$ cat config.mk
export PLATFORM = sky130hd
export DESIGN_NAME = phy_mgmt_regs
export DESIGN_NICKNAME = d
export VERILOG_FILES = /design/src/phy_mgmt_pkg.sv /design/src/phy_mgmt_regs.sv
export SDC_FILE = /design/constraint.sdc
export NUM_CORES = 1
export LEC_CHECK = 0
export BUFFER_PORTS_ARGS = -buffer_cell sky130_fd_sc_hd__buf_2
export CORE_MARGIN = 2
export CORE_UTILIZATION = 50
export DETAILED_ROUTE_END_ITERATION = 12
export GPL_ROUTABILITY_DRIVEN = 0
export PLACE_DENSITY = 0.7
export REMOVE_ABC_BUFFERS = 1
export SYNTH_ARGS = -nofsm -noshare
export SYNTH_HDL_FRONTEND = slang
export SYNTH_SLANG_ARGS = --single-unit
$ cat constraint.sdc
create_clock -name clk -period 3.6 [get_ports clk]
set_input_delay 0.18 -clock clk [delete_from_list [all_inputs] [get_ports clk]]
set_output_delay 0.18 -clock clk [all_outputs]
set_load 0.01 [all_outputs]
$ cat src/phy_mgmt_pkg.sv
// Shared constants and types for the PHY management register bank
package phy_mgmt_pkg;
    // Register indices; byte address is four times the index
    localparam logic [4:0] IDX_INDIRECT_CTL = 5'h0d;
    localparam logic [4:0] IDX_INDIRECT_DATA = 5'h0e;
    localparam logic [4:0] IDX_EVENT_LATCH = 5'h1d;
    localparam logic [4:0] IDX_EVENT_ENABLE = 5'h1e;
    localparam logic [4:0] IDX_SPECIAL_CTL = 5'h1f;

    // Event enable / latch layout
    localparam int EV_LO = 1;
    localparam int EV_HI = 9;
    localparam logic [15:0] EVENT_USED_MASK = 16'h03fe;
    localparam logic [15:0] EVENT_ENABLE_RESET = 16'h0000;

    // Special control/status layout
    localparam int SCS_AN_DONE_BIT = 12;
    localparam int SCS_FIX_HI = 11;
    localparam int SCS_FIX_LO = 5;
    localparam int SCS_SPEED_HI = 4;
    localparam int SCS_SPEED_LO = 2;
    localparam logic [6:0] SCS_FIX_RESET = 7'h02;

    // Indirect access control layout
    localparam int IND_FUNC_HI = 15;
    localparam int IND_FUNC_LO = 14;
    localparam int IND_DEV_HI = 4;
    localparam int IND_DEV_LO = 0;
    localparam logic [1:0] IND_FUNC_ADDR = 2'h0;
    localparam logic [1:0] IND_FUNC_DATA = 2'h1;

    // Indirect device addresses
    localparam logic [4:0] DEV_PCS = 5'h03;
    localparam logic [4:0] DEV_AN = 5'h07;
    localparam logic [4:0] DEV_VEND = 5'h1e;

    // Read-only devices-present words
    localparam logic [15:0] PRESENT1_VALUE = 16'h0088;
    localparam logic [15:0] PRESENT2_VALUE = 16'h0000;
    localparam logic [15:0] VEND_PRESENT2_VALUE = 16'h4000;

    // Number of storage slots behind the indirect window
    localparam int SLOTS = 31;

    localparam logic [1:0] RESP_OKAY = 2'h0;
    localparam logic [1:0] RESP_DECERR = 2'h3;

    // Event sources from the PHY core; pulses except the levels noted
    typedef struct packed {
        logic link_ok; // Level
        logic wake_on_lan_event;
        logic energy_detected; // Level
        logic autoneg_done; // Level
        logic remote_fault;
        logic partner_ack;
        logic parallel_detect_fault;
        logic page_received;
        logic [2:0] speed_code; // Level
    } phy_status_t;

    typedef struct packed {
        logic hit;
        logic ro;
        logic [4:0] slot;
    } mmd_decode_t;
endpackage

$ cat src/phy_mgmt_regs.sv
// AXI4-Lite register bank for PHY event flags, special status and indirect MMD map
// Contract
// - bit 2 latches on parallel detect fault
// - bit 1 latches on page received
// - reading flag register clears all flags
// - flags latch only when enabled; hold until read
// - enable bits 9:1, reset zero, rest reserved
// - enable bit 9 gates link-up event
// - enable bit 8 gates wake-on-LAN event
// - enable bit 7 gates energy-detected rising
// - enable bit 6 gates autoneg complete
// - enable bit 5 gates remote fault
// - enable bit 4 gates link-down event
// - enable bit 3 gates partner acknowledge
// - enable bit 2 gates parallel fault
// - enable bit 1 gates page received
// - status bit 12 shows autoneg done
// - bits 11:5 reset 0000010b, software rewrites it
// - bits 4:2 report speed and duplex
// - indirect registers reached only through window
// - decode only devices 3, 7, 30
// - device 3 low indices decoded
// - device 3 wake-up registers decoded
// - device 7 indices 5, 6, 60, 61
//
// Register access over AXI4-Lite was decided locally.
`timescale 1ns/1ns
module phy_mgmt_regs (
    input wire logic clk,
    input wire logic rst_b,
    input wire logic [7:0] s_axi_awaddr,
    input wire logic s_axi_awvalid,
    output logic s_axi_awready,
    input wire logic [31:0] s_axi_wdata,
    input wire logic [3:0] s_axi_wstrb,
    input wire logic s_axi_wvalid,
    output logic s_axi_wready,
    output logic [1:0] s_axi_bresp,
    output logic s_axi_bvalid,
    input wire logic s_axi_bready,
    input wire logic [7:0] s_axi_araddr,
    input wire logic s_axi_arvalid,
    output logic s_axi_arready,
    output logic [31:0] s_axi_rdata,
    output logic [1:0] s_axi_rresp,
    output logic s_axi_rvalid,
    input wire logic s_axi_rready,
    input wire phy_mgmt_pkg::phy_status_t phy_status,
    output logic phy_irq
);
    // Slot map behind the indirect window
    function automatic phy_mgmt_pkg::mmd_decode_t mmd_decode(input logic [4:0] dev, input logic [15:0] idx);
        phy_mgmt_pkg::mmd_decode_t d;
        d = '0;
        if (dev == phy_mgmt_pkg::DEV_PCS) begin
            d.hit = 1'b1;
            unique case (idx)
                16'h0000: d.slot = 5'h00;
                16'h0001: begin
                    d.slot = 5'h01;
                    d.ro = 1'b1;
                end
                16'h0005: begin
                    d.slot = 5'h02;
                    d.ro = 1'b1;
                end
                16'h0006: begin
                    d.slot = 5'h03;
                    d.ro = 1'b1;
                end
                16'h0014: begin
                    d.slot = 5'h04;
                    d.ro = 1'b1;
                end
                16'h0016: begin
                    d.slot = 5'h05;
                    d.ro = 1'b1;
                end
                16'h8010: d.slot = 5'h06;
                16'h8011: d.slot = 5'h07;
                16'h8012: d.slot = 5'h08;
                // Byte masks and receive address words pack into consecutive slots
                16'h8021, 16'h8022, 16'h8023, 16'h8024,
                16'h8025, 16'h8026, 16'h8027, 16'h8028: d.slot = 5'(idx - 16'h8018);
                16'h8061, 16'h8062, 16'h8063: d.slot = 5'(idx - 16'h8050);
                default: d.hit = 1'b0;
            endcase
        end else if (dev == phy_mgmt_pkg::DEV_AN) begin
            d.hit = 1'b1;
            d.ro = 1'b1;
            unique case (idx)
                16'h0005: d.slot = 5'h14;
                16'h0006: d.slot = 5'h15;
                16'h003c: begin
                    d.slot = 5'h16;
                    d.ro = 1'b0;
                end
                16'h003d: d.slot = 5'h17;
                default: d.hit = 1'b0;
            endcase
        end else if (dev == phy_mgmt_pkg::DEV_VEND) begin
            d.hit = 1'b1;
            d.ro = 1'b1;
            unique case (idx)
                16'h0002: d.slot = 5'h18;
                16'h0003: d.slot = 5'h19;
                16'h0005: d.slot = 5'h1a;
                16'h0006: d.slot = 5'h1b;
                16'h0008: d.slot = 5'h1c;
                16'h000e: d.slot = 5'h1d;
                16'h000f: d.slot = 5'h1e;
                default: d.hit = 1'b0;
            endcase
        end
        return d;
    endfunction

    // Fixed contents of read-only slots; identity slots read zero
    function automatic logic [15:0] ro_value(input logic [4:0] slot);
        logic [15:0] v;
        v = 16'h0000;
        unique case (slot)
            5'h02, 5'h14, 5'h1a: v = phy_mgmt_pkg::PRESENT1_VALUE;
            5'h03, 5'h15: v = phy_mgmt_pkg::PRESENT2_VALUE;
            5'h1b: v = phy_mgmt_pkg::VEND_PRESENT2_VALUE;
            default: v = 16'h0000;
        endcase
        return v;
    endfunction

    // Bus state
    logic aw_full_r;
    logic aw_full_nxt;
    logic w_full_r;
    logic w_full_nxt;
    logic [4:0] aw_idx_r;
    logic [4:0] aw_idx_nxt;
    logic [15:0] wdat_r;
    logic [15:0] wdat_nxt;
    logic [1:0] wlane_r;
    logic [1:0] wlane_nxt;
    logic bvalid_r;
    logic bvalid_nxt;
    logic [1:0] bresp_r;
    logic [1:0] bresp_nxt;
    logic rvalid_r;
    logic rvalid_nxt;
    logic [1:0] rresp_r;
    logic [1:0] rresp_nxt;
    logic [31:0] rdata_r;
    logic [31:0] rdata_nxt;

    // Register state
    logic [15:0] flags_r;
    logic [15:0] flags_nxt;
    logic [15:0] enable_r;
    logic [15:0] enable_nxt;
    logic [6:0] scs_fix_r;
    logic [6:0] scs_fix_nxt;
    logic [15:0] ind_ctl_r;
    logic [15:0] ind_ctl_nxt;
    // One address word shared by all devices; switching device keeps it
    logic [15:0] ind_addr_r;
    logic [15:0] ind_addr_nxt;
    logic [15:0] mmd_mem_r [phy_mgmt_pkg::SLOTS];
    logic [15:0] mmd_mem_nxt [phy_mgmt_pkg::SLOTS];
    logic irq_r;
    logic irq_nxt;
    phy_mgmt_pkg::phy_status_t status_q_r;
    phy_mgmt_pkg::phy_status_t status_q_nxt;

    logic do_write;
    logic do_read;
    logic [4:0] ar_idx;
    logic [15:0] merged;
    logic [15:0] events;
    logic [15:0] scs_value;
    logic [15:0] ind_read;
    logic [1:0] ind_func;
    phy_mgmt_pkg::mmd_decode_t dec;

    // Ready is the inverse of a full holding slot
    assign s_axi_awready = !aw_full_r;
    assign s_axi_wready = !w_full_r;
    assign s_axi_bvalid = bvalid_r;
    assign s_axi_bresp = bresp_r;
    assign s_axi_arready = !rvalid_r;
    assign s_axi_rvalid = rvalid_r;
    assign s_axi_rresp = rresp_r;
    assign s_axi_rdata = rdata_r;
    assign phy_irq = irq_r;

    assign do_write = aw_full_r && w_full_r && !bvalid_r;
    assign do_read = s_axi_arvalid && !rvalid_r;
    assign ar_idx = s_axi_araddr[6:2];
    assign ind_func = ind_ctl_r[phy_mgmt_pkg::IND_FUNC_HI:phy_mgmt_pkg::IND_FUNC_LO];
    assign dec = mmd_decode(ind_ctl_r[phy_mgmt_pkg::IND_DEV_HI:phy_mgmt_pkg::IND_DEV_LO], ind_addr_r);
    // A lane with its strobe clear writes zero, not the old byte
    assign merged = {wlane_r[1] ? wdat_r[15:8] : 8'h00, wlane_r[0] ? wdat_r[7:0] : 8'h00};

    // Edges are taken against the previous sample of the level inputs
    always_comb begin
        events = 16'h0000;
        events[9] = phy_status.link_ok && !status_q_r.link_ok;
        events[8] = phy_status.wake_on_lan_event;
        events[7] = phy_status.energy_detected && !status_q_r.energy_detected;
        events[6] = phy_status.autoneg_done && !status_q_r.autoneg_done;
        events[5] = phy_status.remote_fault;
        events[4] = !phy_status.link_ok && status_q_r.link_ok;
        events[3] = phy_status.partner_ack;
        events[2] = phy_status.parallel_detect_fault;
        events[1] = phy_status.page_received;
    end

    always_comb begin
        scs_value = 16'h0000;
        scs_value[phy_mgmt_pkg::SCS_AN_DONE_BIT] = status_q_r.autoneg_done;
        scs_value[phy_mgmt_pkg::SCS_FIX_HI:phy_mgmt_pkg::SCS_FIX_LO] = scs_fix_r;
        scs_value[phy_mgmt_pkg::SCS_SPEED_HI:phy_mgmt_pkg::SCS_SPEED_LO] = status_q_r.speed_code;
        ind_read = ind_addr_r;
        if (ind_func != phy_mgmt_pkg::IND_FUNC_ADDR) begin
            ind_read = 16'h0000;
            if (dec.hit && dec.slot == 5'h01) begin
                ind_read = 16'h0000;
            end else if (dec.hit) begin
                ind_read = dec.ro ? ro_value(dec.slot) : mmd_mem_r[dec.slot];
            end
        end
    end

    // Bus channels
    always_comb begin
        aw_full_nxt = aw_full_r;
        w_full_nxt = w_full_r;
        aw_idx_nxt = aw_idx_r;
        wdat_nxt = wdat_r;
        wlane_nxt = wlane_r;
        bvalid_nxt = bvalid_r;
        bresp_nxt = bresp_r;
        rvalid_nxt = rvalid_r;
        rresp_nxt = rresp_r;
        rdata_nxt = rdata_r;
        if (s_axi_awvalid && !aw_full_r) begin
            aw_full_nxt = 1'b1;
            aw_idx_nxt = s_axi_awaddr[6:2];
        end
        if (s_axi_wvalid && !w_full_r) begin
            w_full_nxt = 1'b1;
            wdat_nxt = s_axi_wdata[15:0];
            wlane_nxt = s_axi_wstrb[1:0];
        end
        if (do_write) begin
            aw_full_nxt = 1'b0;
            w_full_nxt = 1'b0;
            bvalid_nxt = 1'b1;
            unique case (aw_idx_r)
                phy_mgmt_pkg::IDX_EVENT_ENABLE,
                phy_mgmt_pkg::IDX_SPECIAL_CTL,
                phy_mgmt_pkg::IDX_EVENT_LATCH,
                phy_mgmt_pkg::IDX_INDIRECT_CTL,
                phy_mgmt_pkg::IDX_INDIRECT_DATA: bresp_nxt = phy_mgmt_pkg::RESP_OKAY;
                default: bresp_nxt = phy_mgmt_pkg::RESP_DECERR;
            endcase
        end
        if (bvalid_r && s_axi_bready) begin
            bvalid_nxt = 1'b0;
        end
        if (rvalid_r && s_axi_rready) begin
            rvalid_nxt = 1'b0;
        end
        // A new address waits until the previous answer is taken
        if (do_read) begin
            rvalid_nxt = 1'b1;
            rresp_nxt = phy_mgmt_pkg::RESP_OKAY;
            rdata_nxt = 32'h0000_0000;
            unique case (ar_idx)
                phy_mgmt_pkg::IDX_EVENT_LATCH: rdata_nxt[15:0] = flags_r;
                phy_mgmt_pkg::IDX_EVENT_ENABLE: rdata_nxt[15:0] = enable_r;
                phy_mgmt_pkg::IDX_SPECIAL_CTL: rdata_nxt[15:0] = scs_value;
                phy_mgmt_pkg::IDX_INDIRECT_CTL: rdata_nxt[15:0] = ind_ctl_r;
                phy_mgmt_pkg::IDX_INDIRECT_DATA: rdata_nxt[15:0] = ind_read;
                default: rresp_nxt = phy_mgmt_pkg::RESP_DECERR;
            endcase
        end
    end

    // Register contents
    always_comb begin
        status_q_nxt = phy_status;
        enable_nxt = enable_r;
        scs_fix_nxt = scs_fix_r;
        ind_ctl_nxt = ind_ctl_r;
        ind_addr_nxt = ind_addr_r;
        mmd_mem_nxt = mmd_mem_r;
        flags_nxt = flags_r;
        // A read clears, but an event in the same cycle still lands
        if (do_read && ar_idx == phy_mgmt_pkg::IDX_EVENT_LATCH) begin
            flags_nxt = 16'h0000;
        end
        flags_nxt = flags_nxt | (events & enable_r & phy_mgmt_pkg::EVENT_USED_MASK);
        irq_nxt = |flags_nxt;
        if (do_write) begin
            unique case (aw_idx_r)
                phy_mgmt_pkg::IDX_EVENT_ENABLE: enable_nxt = merged & phy_mgmt_pkg::EVENT_USED_MASK;
                phy_mgmt_pkg::IDX_SPECIAL_CTL: begin
                    scs_fix_nxt = merged[phy_mgmt_pkg::SCS_FIX_HI:phy_mgmt_pkg::SCS_FIX_LO];
                end
                phy_mgmt_pkg::IDX_INDIRECT_CTL: ind_ctl_nxt = merged;
                phy_mgmt_pkg::IDX_INDIRECT_DATA: begin
                    if (ind_func == phy_mgmt_pkg::IND_FUNC_ADDR) begin
                        ind_addr_nxt = merged;
                    end else if (dec.hit && !dec.ro) begin
                        mmd_mem_nxt[dec.slot] = merged;
                    end
                end
                default: begin
                    // Flag register writes are accepted and dropped
                end
            endcase
        end
    end

    // Synchronous reset clears the storage slots as well
    always_ff @(posedge clk) begin
        if (!rst_b) begin
            aw_full_r <= 1'b0;
            w_full_r <= 1'b0;
            aw_idx_r <= 5'h00;
            wdat_r <= 16'h0000;
            wlane_r <= 2'h0;
            bvalid_r <= 1'b0;
            bresp_r <= phy_mgmt_pkg::RESP_OKAY;
            rvalid_r <= 1'b0;
            rresp_r <= phy_mgmt_pkg::RESP_OKAY;
            rdata_r <= 32'h0000_0000;
            flags_r <= 16'h0000;
            enable_r <= phy_mgmt_pkg::EVENT_ENABLE_RESET;
            scs_fix_r <= phy_mgmt_pkg::SCS_FIX_RESET;
            ind_ctl_r <= 16'h0000;
            ind_addr_r <= 16'h0000;
            irq_r <= 1'b0;
            status_q_r <= '0;
            for (int i = 0; i < phy_mgmt_pkg::SLOTS; i++) begin
                mmd_mem_r[i] <= 16'h0000;
            end
        end else begin
            aw_full_r <= aw_full_nxt;
            w_full_r <= w_full_nxt;
            aw_idx_r <= aw_idx_nxt;
            wdat_r <= wdat_nxt;
            wlane_r <= wlane_nxt;
            bvalid_r <= bvalid_nxt;
            bresp_r <= bresp_nxt;
            rvalid_r <= rvalid_nxt;
            rresp_r <= rresp_nxt;
            rdata_r <= rdata_nxt;
            flags_r <= flags_nxt;
            enable_r <= enable_nxt;
            scs_fix_r <= scs_fix_nxt;
            ind_ctl_r <= ind_ctl_nxt;
            ind_addr_r <= ind_addr_nxt;
            irq_r <= irq_nxt;
            status_q_r <= status_q_nxt;
            mmd_mem_r <= mmd_mem_nxt;
        end
    end
endmodule

# Word level (Yosys, flattened, before mapping)
# Cells that the tools add are included.
[totals]
output_inout_bits = 42
latch_bits = 0
register_bits = 614
mem_bits_ro = 0
word_cells = 179
ram_bits = 0
memories = 0
[op_classes]
muxes = 30
reduce_logical = 45
n_lt_le_gt_ge = 2
n_addsub = 2
shifts = 0
div_mod_pow = 0
bitwise_logic = 5
eq_ne = 44
mul = 0
[op_table]
columns = ["op", "count"]
rows = [
  ["496-bit bitwise mux", 1],
  ["16-bit == test (second input constant)", 14],
  ["16-bit 2-to-1 mux", 8],
  ["16-bit binary-select mux with 5-bit select", 1],
  ["16-bit demux with 5-bit select", 1],
  ["16-bit case mux with 5 select lines", 1],
  ["5-bit == test (second input constant)", 10],
  ["5-bit case mux with 10 select lines", 1],
  ["16-bit by 4-bit == test with 1-bit output (second input constant)", 3],
  ["5-bit case mux with 7 select lines", 1],
  ["16-bit by 2-bit == test with 1-bit output (second input constant)", 2],
  ["16-bit by 3-bit == test with 1-bit output (second input constant)", 2],
  ["16-bit by 5-bit == test with 1-bit output (second input constant)", 2],
  ["16-bit by 6-bit == test with 1-bit output (second input constant)", 2],
  ["15-bit case mux with 2 select lines", 1],
  ["7-bit 2-to-1 mux", 3],
  ["5-bit by 4-bit == test with 1-bit output (second input constant)", 4],
  ["5-bit case mux with 4 select lines", 1],
  ["20-bit OR reduction", 1],
  ["16-bit by 1-bit == test with 1-bit output (second input constant)", 1],
  ["16-bit zero test", 1],
  ["8-bit 2-to-1 mux", 2],
  ["16-bit by 10-bit OR with 16-bit output", 1],
  ["16-bit OR reduction", 1],
  ["other kinds (24)", 63],
]

# Depth between registers and ports, before layout
# Gate-level depths: netlist of the first run.
[depth]
word_depth = 15
ltp_mapped = 16

# Least setup slack after synthesis of the first run
# OpenSTA, ideal clock, no wires.
[synth_path]
path_type = "reg-to-reg"
startpoint = "register ind_addr_r[7]"
endpoint = "register rdata_r[9] (netlist: s_axi_rdata[9])"
setup_time_ns = 0.074
stages_incl_launch_ff = 16
setup_slack_ns = 0.191
synth_period_minus_slack_ns = 3.409
required_time_ns = 3.526
arrival_ns = 3.334
path_cell_list = "dfxtp_1 nor4_4 nand4b_4 or4_1 buf_2 a2111o_1 and4_4 buf_6 buf_6 buf_6 buf_6 buf_2 mux2i_1 a221oi_1 nand4_1 o21ai_0"
[synth_between]
elab_chain_cells = 14
word_cells_on_any_way = 55
classes_between = "eq/ne: 27; mux: 19; bitwise: 1; reduce/logical: 8"
[synth_rtl]
columns = ["item", "line_no", "rtl"]
rows = [
  ["start: declaration", "phy_mgmt_regs.sv:163", "logic [15:0] ind_addr_r;"],
  ["start signal: assignment", "phy_mgmt_regs.sv:361", "ind_addr_r <= ind_addr_nxt;"],
  ["16-bit by 4-bit == test with 1-bit output, or another cell as far along", "phy_mgmt_regs.sv:104", "unique case (idx)"],
  ["5-bit case mux with 7 select lines", "phy_mgmt_regs.sv:104", ""],
  ["7-bit 2-to-1 mux", "phy_mgmt_regs.sv:101", "end else if (dev == phy_mgmt_pkg::DEV_VEND) begin"],
  ["7-bit 2-to-1 mux", "phy_mgmt_regs.sv:88", "end else if (dev == phy_mgmt_pkg::DEV_AN) begin"],
  ["7-bit 2-to-1 mux (*)", "phy_mgmt_regs.sv:55", "if (dev == phy_mgmt_pkg::DEV_PCS) begin"],
  ["5-bit inverter with 6-bit output (not written as such)", "phy_mgmt_regs.sv:226", "ind_read = dec.ro ? ro_value(dec.slot) : mmd_mem_r[dec.slot];"],
  ["16-bit binary-select mux with 5-bit select", "phy_mgmt_regs.sv:226", ""],
  ["16-bit 2-to-1 mux (not written as such) (2 in series)", "phy_mgmt_regs.sv:226", ""],
  ["16-bit 2-to-1 mux", "phy_mgmt_regs.sv:226", ""],
  ["16-bit 2-to-1 mux", "phy_mgmt_regs.sv:225", "end else if (dec.hit) begin"],
  ["16-bit 2-to-1 mux (*)", "phy_mgmt_regs.sv:223", "if (dec.hit && dec.slot == 5'h01) begin"],
  ["16-bit 2-to-1 mux (*)", "phy_mgmt_regs.sv:221", "if (ind_func != phy_mgmt_pkg::IND_FUNC_ADDR) begin"],
  ["16-bit case mux with 5 select lines (*)", "phy_mgmt_regs.sv:276", "unique case (ar_idx)"],
  ["end signal: assignment", "phy_mgmt_regs.sv:356", "rdata_r <= rdata_nxt;"],
  ["end: declaration", "phy_mgmt_regs.sv:150", "logic [31:0] rdata_r;"],
]
# Every way passes the cells marked *; elsewhere a longest branch is shown, timed or not. The select of a mux whose other input is x is not followed.
# A chain may end at the register's enable or synchronous reset.

# Worst setup path in the final report of the first run
[layout_path]
startpoint = "register ind_addr_r[14]"
endpoint = "register mmd_mem_r[351] (netlist bit)"
[layout_between]
elab_chain_cells = 11
word_cells_on_any_way = 54
classes_between = "order compare: 2; eq/ne: 26; mux: 14; bitwise: 1; reduce/logical: 11"
[layout_rtl]
columns = ["item", "line_no", "rtl"]
rows = [
  ["16-bit by 4-bit == test with 1-bit output, or another cell as far along", "phy_mgmt_regs.sv:104", ""],
  ["5-bit case mux with 7 select lines", "phy_mgmt_regs.sv:104", ""],
  ["7-bit 2-to-1 mux", "phy_mgmt_regs.sv:101", ""],
  ["7-bit 2-to-1 mux", "phy_mgmt_regs.sv:88", ""],
  ["7-bit 2-to-1 mux (*)", "phy_mgmt_regs.sv:55", ""],
  ["5-bit inverter with 6-bit output (not written as such)", "phy_mgmt_regs.sv:313", "mmd_mem_nxt[dec.slot] = merged;"],
  ["6-bit greater-or-equal comparator (not written as such) or 6-bit by 1-bit less-than comparator with 1-bit output (tied branches)", "phy_mgmt_regs.sv:313", ""],
  ["1-bit logical AND (not written as such)", "phy_mgmt_regs.sv:313", ""],
  ["16-bit 2-to-1 mux (not written as such)", "phy_mgmt_regs.sv:313", ""],
  ["16-bit demux with 5-bit select", "phy_mgmt_regs.sv:313", ""],
  ["496-bit bitwise mux", "phy_mgmt_regs.sv:313", ""],
  ["end signal: assignment", "phy_mgmt_regs.sv:364", "mmd_mem_r <= mmd_mem_nxt;"],
  ["end: declaration", "phy_mgmt_regs.sv:165", "logic [15:0] mmd_mem_r [phy_mgmt_pkg::SLOTS];"],
]
# Every way passes the cells marked *; elsewhere a longest branch is shown, timed or not.

==> results of run 1 <==
state kept, by name, indices dropped and copies added (netlist names), 2 cells and up:
name         cells
ind_ctl_r       16
aw_idx_r         5
enable_r         9
mmd_mem_r      369
wlane_r          2
status_q_r       2
flags_r         16
ind_addr_r      16
scs_value        4
scs_fix_r        7
wdat_r          16
s_axi_rdata     16
layout by cell type, fill, tap and decap left out, types with 8 or more instances in the layout:
master	synthesis	final
inv_1	10	10
a22o_1	15	15
a32oi_1	14	14
nor2b_1	206	206
buf_2	37	70
and2_1	149	149
clkbuf_8	0	13
buf_4	26	149
nand4_1	20	20
clkbuf_16	0	54
a22oi_1	19	18
mux2i_1	291	288
a211oi_1	11	11
clkinv_2	0	8
o211ai_1	11	11
nor2_1	40	39
dfxtp_1	485	482
nor4_1	8	8
a21boi_1	34	34
dlygate4sd3_1	0	39
a31oi_1	25	23
conb_1	1	16
nand2_1	510	509
nor3_1	15	12
nand3_1	30	30
buf_12	0	35
o21ai_0	44	43
clkbuf_1	136	18
a21oi_1	29	27
a221oi_1	21	13
a221oi_2	1	9
and3_1	39	38
a21boi_0	116	115
cell families after synthesis:
group,count (synthesis)
xor+xnor,1
mux,297
simple gates,1085
flops,485
buf+inv,236
other cells,1
compound gates,395
metrics by stage:
step                      setup TNS (ns)  total power, uW  instances  utilization [%]  setup WS (ns)
after detailed placement         -0.0460             5800       3122             54.7        -0.0460
after global routing             -0.0466            11000       3278             60.2        -0.0157
final                                  0            10700       3279             60.2         0.0733
after global placement          -0.00775             5790       3122             54.7       -0.00775
after floorplan                  -307.30             5640       2289                -          -2.21
after CTS                              0            10800       3252             59.2       0.000355
power groups by stage:
| stage | Combinational [uW] | Sequential (uW) | Clock, uW |
|---|---|---|---|
| floorplan | 121 | 5520 | 0 |
| global placement | 268 | 5530 | 0 |
| detailed placement | 272 | 5530 | 0 |
| CTS | 305 | 5410 | 5060 |
| global route | 334 | 5410 | 5280 |
| finish | 311 | 5410 | 5020 |
worst max-delay path by stage:
stage / end / cells after the start / startpoint / slack, ns
2_1_floorplan: mmd_mem_r[480] / 9 / ind_ctl_r[0] / -2.21
3_3_place_gp: s_axi_rdata[13] / 12 / ind_addr_r[8] / -0.008
3_5_place_dp: s_axi_rdata[13] / 12 / ind_addr_r[8] / -0.05
4_1_cts: s_axi_rdata[6] / 12 / ind_addr_r[8] / 0.0004
5_1_grt: mmd_mem_r[351] / 13 / ind_addr_r[8] / -0.02
6_report: mmd_mem_r[351] / 12 / ind_addr_r[14] / 0.07
what timing repair did:
item                       4_1_cts  5_1_grt
setup endpoints to repair        1      193
buffers inserted                 0       19
cloned                           0        7
resized for setup                1       40
hold endpoints to repair        41        0
hold buffers                    39        0
pin swaps                        1       14
layout make-up:
class,count,area (sq um)
fillers,3707,17500
diodes,1,2.50
clock buffers,81,1500
well taps,592,741
flip-flops and latches,485,9710
clock inverters,10,76.3
inverters,10,37.5
repair buffers,303,2740
multi-input cells,1797,11800
critical path, delay by kind of cell (launching register included):
kind | cells | cell delay, ns
flops | 1 | 0.35
mux | 1 | 0.23
buf+inv | 4 | 0.73
compound gates | 1 | 0.50
simple gates | 6 | 1.56
metal layers:
| layer | wire (um) | global-route usage (%) | vias up | part of all wire (%) |
|---|---|---|---|---|
| li1 | - | - | 8810 | - |
| met1 | 29400 | 37.9 | 8988 | 43 |
| met2 | 30700 | 44.6 | 791 | 45 |
| met3 | 4830 | 3.69 | 160 | 7.1 |
| met4 | 2840 | 10.4 | 0 | 4.2 |
| met5 | 0 | 0 | - | 0 |
==> impl_results.md, run 1 <==
* Synth area leader: dfxtp_1
* Main combinational cell family by area after synthesis: simple AND/OR/NAND/NOR gates
* Chip Height at 215 um
* Synth Area in Compound Gates at 13.0%
* CP startpoint kind: flop
* Dominant synthesized flop cell: dfxtp_1
* Final wirelength at 67.7 mm
* Post-synth EDFFs at 0
* Sequential-to-total area share from yosys stat at between 40% and 50%
* Worst slew margin at 9.70%
* Worst Path Required at 4.07 ns
* FF-to-FF setup slack at ~0.073 ns
* Post-Synth Adder-Cell Area at 0%
* DR iter-0 viols at 2136
* Comb power frac at 2.9%
* Root Driver: clkbuf_16
* CTS tree: yes
* DRC at 0
* Initial core utilization at 50.6%
* Switching share of power at 22.1%
* Most frequent CP cell: nor4_4
* RR Startpoint: ind_addr_r[14]
* Routed vias at 18749
* Core Region at ~44000 sq um
* Wire per inst at just over 20 um
* H-tree depth at 2
* Number of buffers created by CTS at 49
* Clock Path Buffers at 3
* List of most frequent post-synthesis cells: 510 x nand2_1, 485 x dfxtp_1, 291 x mux2i_1
* Crit-path max FO at 18
* Largest net degree at the start of global routing at 169
* Post-Synth XOR/XNOR Area at 0.0392%
* Sequential share of power at 50.3%
* Max-Cap Viols at 0
* Global-route wire length before repair at ~100 mm
* Die W at 215 um
* Critical path class: flop to flop
* Clock share of power at 46.8%
* R2R Path End: mmd_mem_r[351]
* Synth top area share at 43.4%
* Max-slew violations at 0
* Post-synthesis simple-gate area fraction at 25.1%
* Clock sink count at 485
* Leakage at 0.00987 uW
* Worst-path clk slew at 0.06 ns
* Hold path depth at 2
* Syn. warnings at 0
* Clk Latency, worst-skew pair at 0.60 ns
* Max Clock Freq at 284 MHz
* Vias in the first global route at 18012
* Antenna-violating nets left at 0
* Crit-path max cell delay at 0.50 ns
* # rows at 77
* Initial antenna violation count at 0
* Post-place instance area at around 24000 sq um
* Overall routing resource usage at 27.6%
* CP arrival at about 4 ns
* DIE AREA at 46400 sq um
* # IOs at between 100 and 150
* Hold Startpoint: rst_b
* Post-DP HPWL at 43.9 mm
* Slowest cell on the critical path: a2111o_1
* Layout cells sized above 1 at between 10% and 20%
* # port buffers at ~70
* Final hold vios at 0
* Fin crit share at 98.0%
* Switching power at between 2000 and 2500 uW
* Tmin final at 3.53 ns
* Vias/cell at about 5.7
* Endpoints failing setup at 0
* Hold Crit Class: primary input to flop
* Synth area leaders: dfxtp_1 43%, mux2i_1 13%, nand2_1 8.6%
* Status: completed
* FFs w/ async S/R, synth at 0%
* Worst-margin pin slew at 1.35 ns
* Synth Instances at 2500
* Most frequent cell after synthesis: nand2_1
* Hold slack at 0.109 ns
* Mapped cell area at 22300 sq um
* Nets at ~2700
* Min-Delay Endpoint: mmd_mem_r[294]
* Area grow syn2layout at 19.0%
* Pint at ~8400 uW
* Avg Synthesized Cell Area at between 8 and 9 sq um
* #FFs+latches synth at 485
* GR Overflow Total at 0
* R2R cell count at 12
* Final Skew at 0.0253 ns
* First-pass iteration count of the detailed router at 6
* Multiplexer share of the synthesized area at roughly an eighth
* Critical path, cell by cell: nor4_4 > nand4b_4 > or4_4 > a2111o_1 > buf_6 > and4_4 > buf_8 > nor4_4 > buf_4 > buf_12 > mux2i_4 > nor2b_1
* Max VDD drop at 0.325 mV
* Pwr/cell area at a little over 400 nW/um^2
* Worst setup EP type: flop
* Unique masters post-synth at 80
* Final instance area at 26600 sq um
(Power assumes the default switching activity.)
==> run 2, diff against run 1 <==
--- a/config.mk
+++ b/config.mk
@@ -7,10 +7,10 @@
 export LEC_CHECK = 0
 export BUFFER_PORTS_ARGS = -buffer_cell sky130_fd_sc_hd__buf_2
 export CORE_MARGIN = 2
-export CORE_UTILIZATION = 50
+export CORE_UTILIZATION = 30
 export DETAILED_ROUTE_END_ITERATION = 12
 export GPL_ROUTABILITY_DRIVEN = 0
-export PLACE_DENSITY = 0.7
+export PLACE_DENSITY = 0.46
 export REMOVE_ABC_BUFFERS = 1
 export SYNTH_ARGS = -nofsm -noshare
 export SYNTH_HDL_FRONTEND = slang
==> impl_results.md, run 2 (synthesized netlist as in run 1, its figures left out) <==
* Max-Cap Viols at 0 (unchanged)
* Cell family with most CP delay: simple AND/OR/NAND/NOR gates
* Max-slew violations at 0 (unchanged)
* Placed cell count at 3527 (+13%)
* Number of flip-flops in the largest register at 369 (unchanged)
* Clk Latency, worst-skew pair at 0.63 ns (+0.03 ns)
* CP arrival at 4.12 ns (+0.12 ns)
* Vias/cell at 4.99 (-13%)
* Tmin final at 3.54 ns (+0.0140 ns)
* # port buffers at 71 (unchanged)
* Most common cell after layout, fill and taps aside: nand2_1
* Max Clock Freq at 282 MHz (-0.40%)
* # rows at 100 (+30%)
* Crit-path max FO at 5 (-13)
* Max VDD drop at 0.328 mV (+0.72%)
* Initial antenna violation count at 0 (unchanged)
* Fin crit share at 98.4% (+0.39 points)
* Antenna-violating nets left at 0 (unchanged)
* First-pass iteration count of the detailed router at 5 (-1)
* CP startpoint kind: flop
* Finished Layout Cells at 3704 (+13%)
* Nets at 2759 (+1.6%)
* DIE AREA at 76700 sq um (+65%)
* Post-DP HPWL at 51.1 mm (+16%)
* GR Overflow Total at 0 (unchanged)
* Clock sink count at 485 (unchanged)
* Die W at 277 um (+29%)
* RSZ-0062 raised after global routing: yes
* Most frequent CP cell: buf_4
* Slowest cell on the critical path: or4_4
* Layout fillers at 7468 (+100%)
* Leakage at 0.0103 uW (+4.3%)
* Final wirelength at 77.1 mm (+14%)
* Area of the multi-input gates at 11900 sq um (+0.70%)
* Worst-margin pin slew at 1.20 ns (-0.150 ns)
* Most frequent cells in the layout: 510 x nand2_1, 481 x dfxtp_1, 290 x mux2i_1
* Status: completed
* Layout cells sized above 1 at 17.5% (+2.3 points)
* Final Skew at 0.0208 ns (-0.00455 ns)
* WP buf/inv at 3 (-1)
* Antenna cells at 0 (-1)
* # IOs at 112 (unchanged)
* Worst setup EP type: flop
* Global-route wire length before repair at 114 mm (+12%)
* Critical path, cell by cell: nor4_4 > buf_4 > nand4b_4 > or4_4 > a2111o_1 > buf_4 > and4_4 > buf_4 > mux2i_1 > mux2i_1 > o221ai_2 > o21ai_1 > and3b_1
* Number of buffers created by CTS at 55 (+12%)
* Routed vias at 18489 (-1.4%)
* Endpoints failing setup at 0 (unchanged)
* Vias in the first global route at 18096 (+0.47%)
* CTS tree: yes
* Hold Crit Class: primary input to flop
* Wire per inst at 20.8 um (+0.78%)
* Largest net degree at the start of global routing at 200 (+18%)
* Area grow syn2layout at 24.9%
* Critical path class: flop to flop
* Crit-path max cell delay at 0.57 ns (+0.07 ns)
* H-tree depth at 2 (unchanged)
* Worst slew margin at 19.7% (+10 points)
* Core Region at 74100 sq um (+68%)
* Worst-path clk slew at 0.06 ns (about the same)
* Power, Total at 11900 uW (+10%)
* Root Driver: clkbuf_16
* Worst Path Required at 4.17 ns (+0.10 ns)
* Overall routing resource usage at 19.2% (-8.4 points)
* DR iter-0 viols at 1351 (-37%)
* Clock Path Buffers at 3 (unchanged)
* Pwr/cell area at 425 nW/um^2 (+5.1%)
* Initial core utilization at 30.2% (-20 points)
* FF/Latch Area at 9720 sq um (about the same)
* Chip Height at 277 um (+29%)
* Largest register by flop count: mmd_mem_r
* Final hold vios at 0 (unchanged)
* DRC at 0 (unchanged)
run 2: cell count changes in the layout (fill, tap and decap cells not counted), sizes merged:
cell and delta:
inv +1, clkinvlp +3, nor4 +1, bufinv +8, dlygate4sd3 +1, buf +35, clkbuf +1, diode -1
o21ai +1, and4 -2
run 2: report_power, final:
part           internal [uW]  switching, uW
Sequential              5390           19.3
Combinational            139            183
Clock                   3710           2410
Total                   9240           2610
run 2: timing repair:
item | in CTS | in global routing
buffers inserted | 4 | 21
setup endpoints to repair | 128 | 229
endpoints found under the hold margin | 43 | 0
pin swaps | 3 | 28
gates cloned | 2 | 8
hold buffers | 40 | 0
gates resized for setup | 2 | 85
run 2: cell type report:
class / instances / area share (%)
inverter: 10 / 0.134
timing repair buffer: 340 / 11.1
multi-input combinational: 1797 / 42.5
sequential: 485 / 34.8
tap: 969 / 4.34
clock buffer: 81 / 5.82
clock inverter: 22 / 1.31
run 2: path summary, 6_finish.rpt:
| check | start | cells past startpoint | end | slack [ns] |
|---|---|---|---|---|
| worst max-delay path | ind_addr_r[14] | 13 | s_axi_rdata[12] | 0.06 |
| worst min-delay path | s_axi_araddr[3] | 5 | s_axi_rdata[13] | 0.25 |
| worst max register to register | ind_addr_r[14] | 13 | s_axi_rdata[12] | 0.06 |
| worst min register to register | mmd_mem_r[316] | 2 | mmd_mem_r[316] | 0.45 |
run 2: per-stage QoR:
step / setup TNS, ns / area [sq um] / hold slack (ns) / setup WS, ns / util (%)
final: 0 / 27900 / 0.247 / 0.0593 / 37.7
after global routing: -0.422 / 27900 / 0.305 / -0.0451 / 37.7
after CTS: 0 / 27300 / 0.199 / 0.00131 / 36.9
after detailed placement: -4.41 / 24800 / 0.396 / -0.138 / 33.5
after global placement: -0.673 / 24800 / 0.390 / -0.115 / 33.5
after floorplan: -307.30 / 21300 / 0.242 / -2.21 / -
run 2: layer usage:
layer	vias to the layer above	part of all wire, %	GRT usage, %
met5	-	0	0
met4	0	2.3	5.27
met3	101	4.3	2.41
met2	419	46	31.2
met1	9052	48	26.8
li1	8917	-	-
run 2: worst min-delay path: stages:
cell and delay, ns:
buf_2 0.12, nor2_1 0.10, buf_4 0.22, a221oi_1 0.12, a21oi_2 0.11
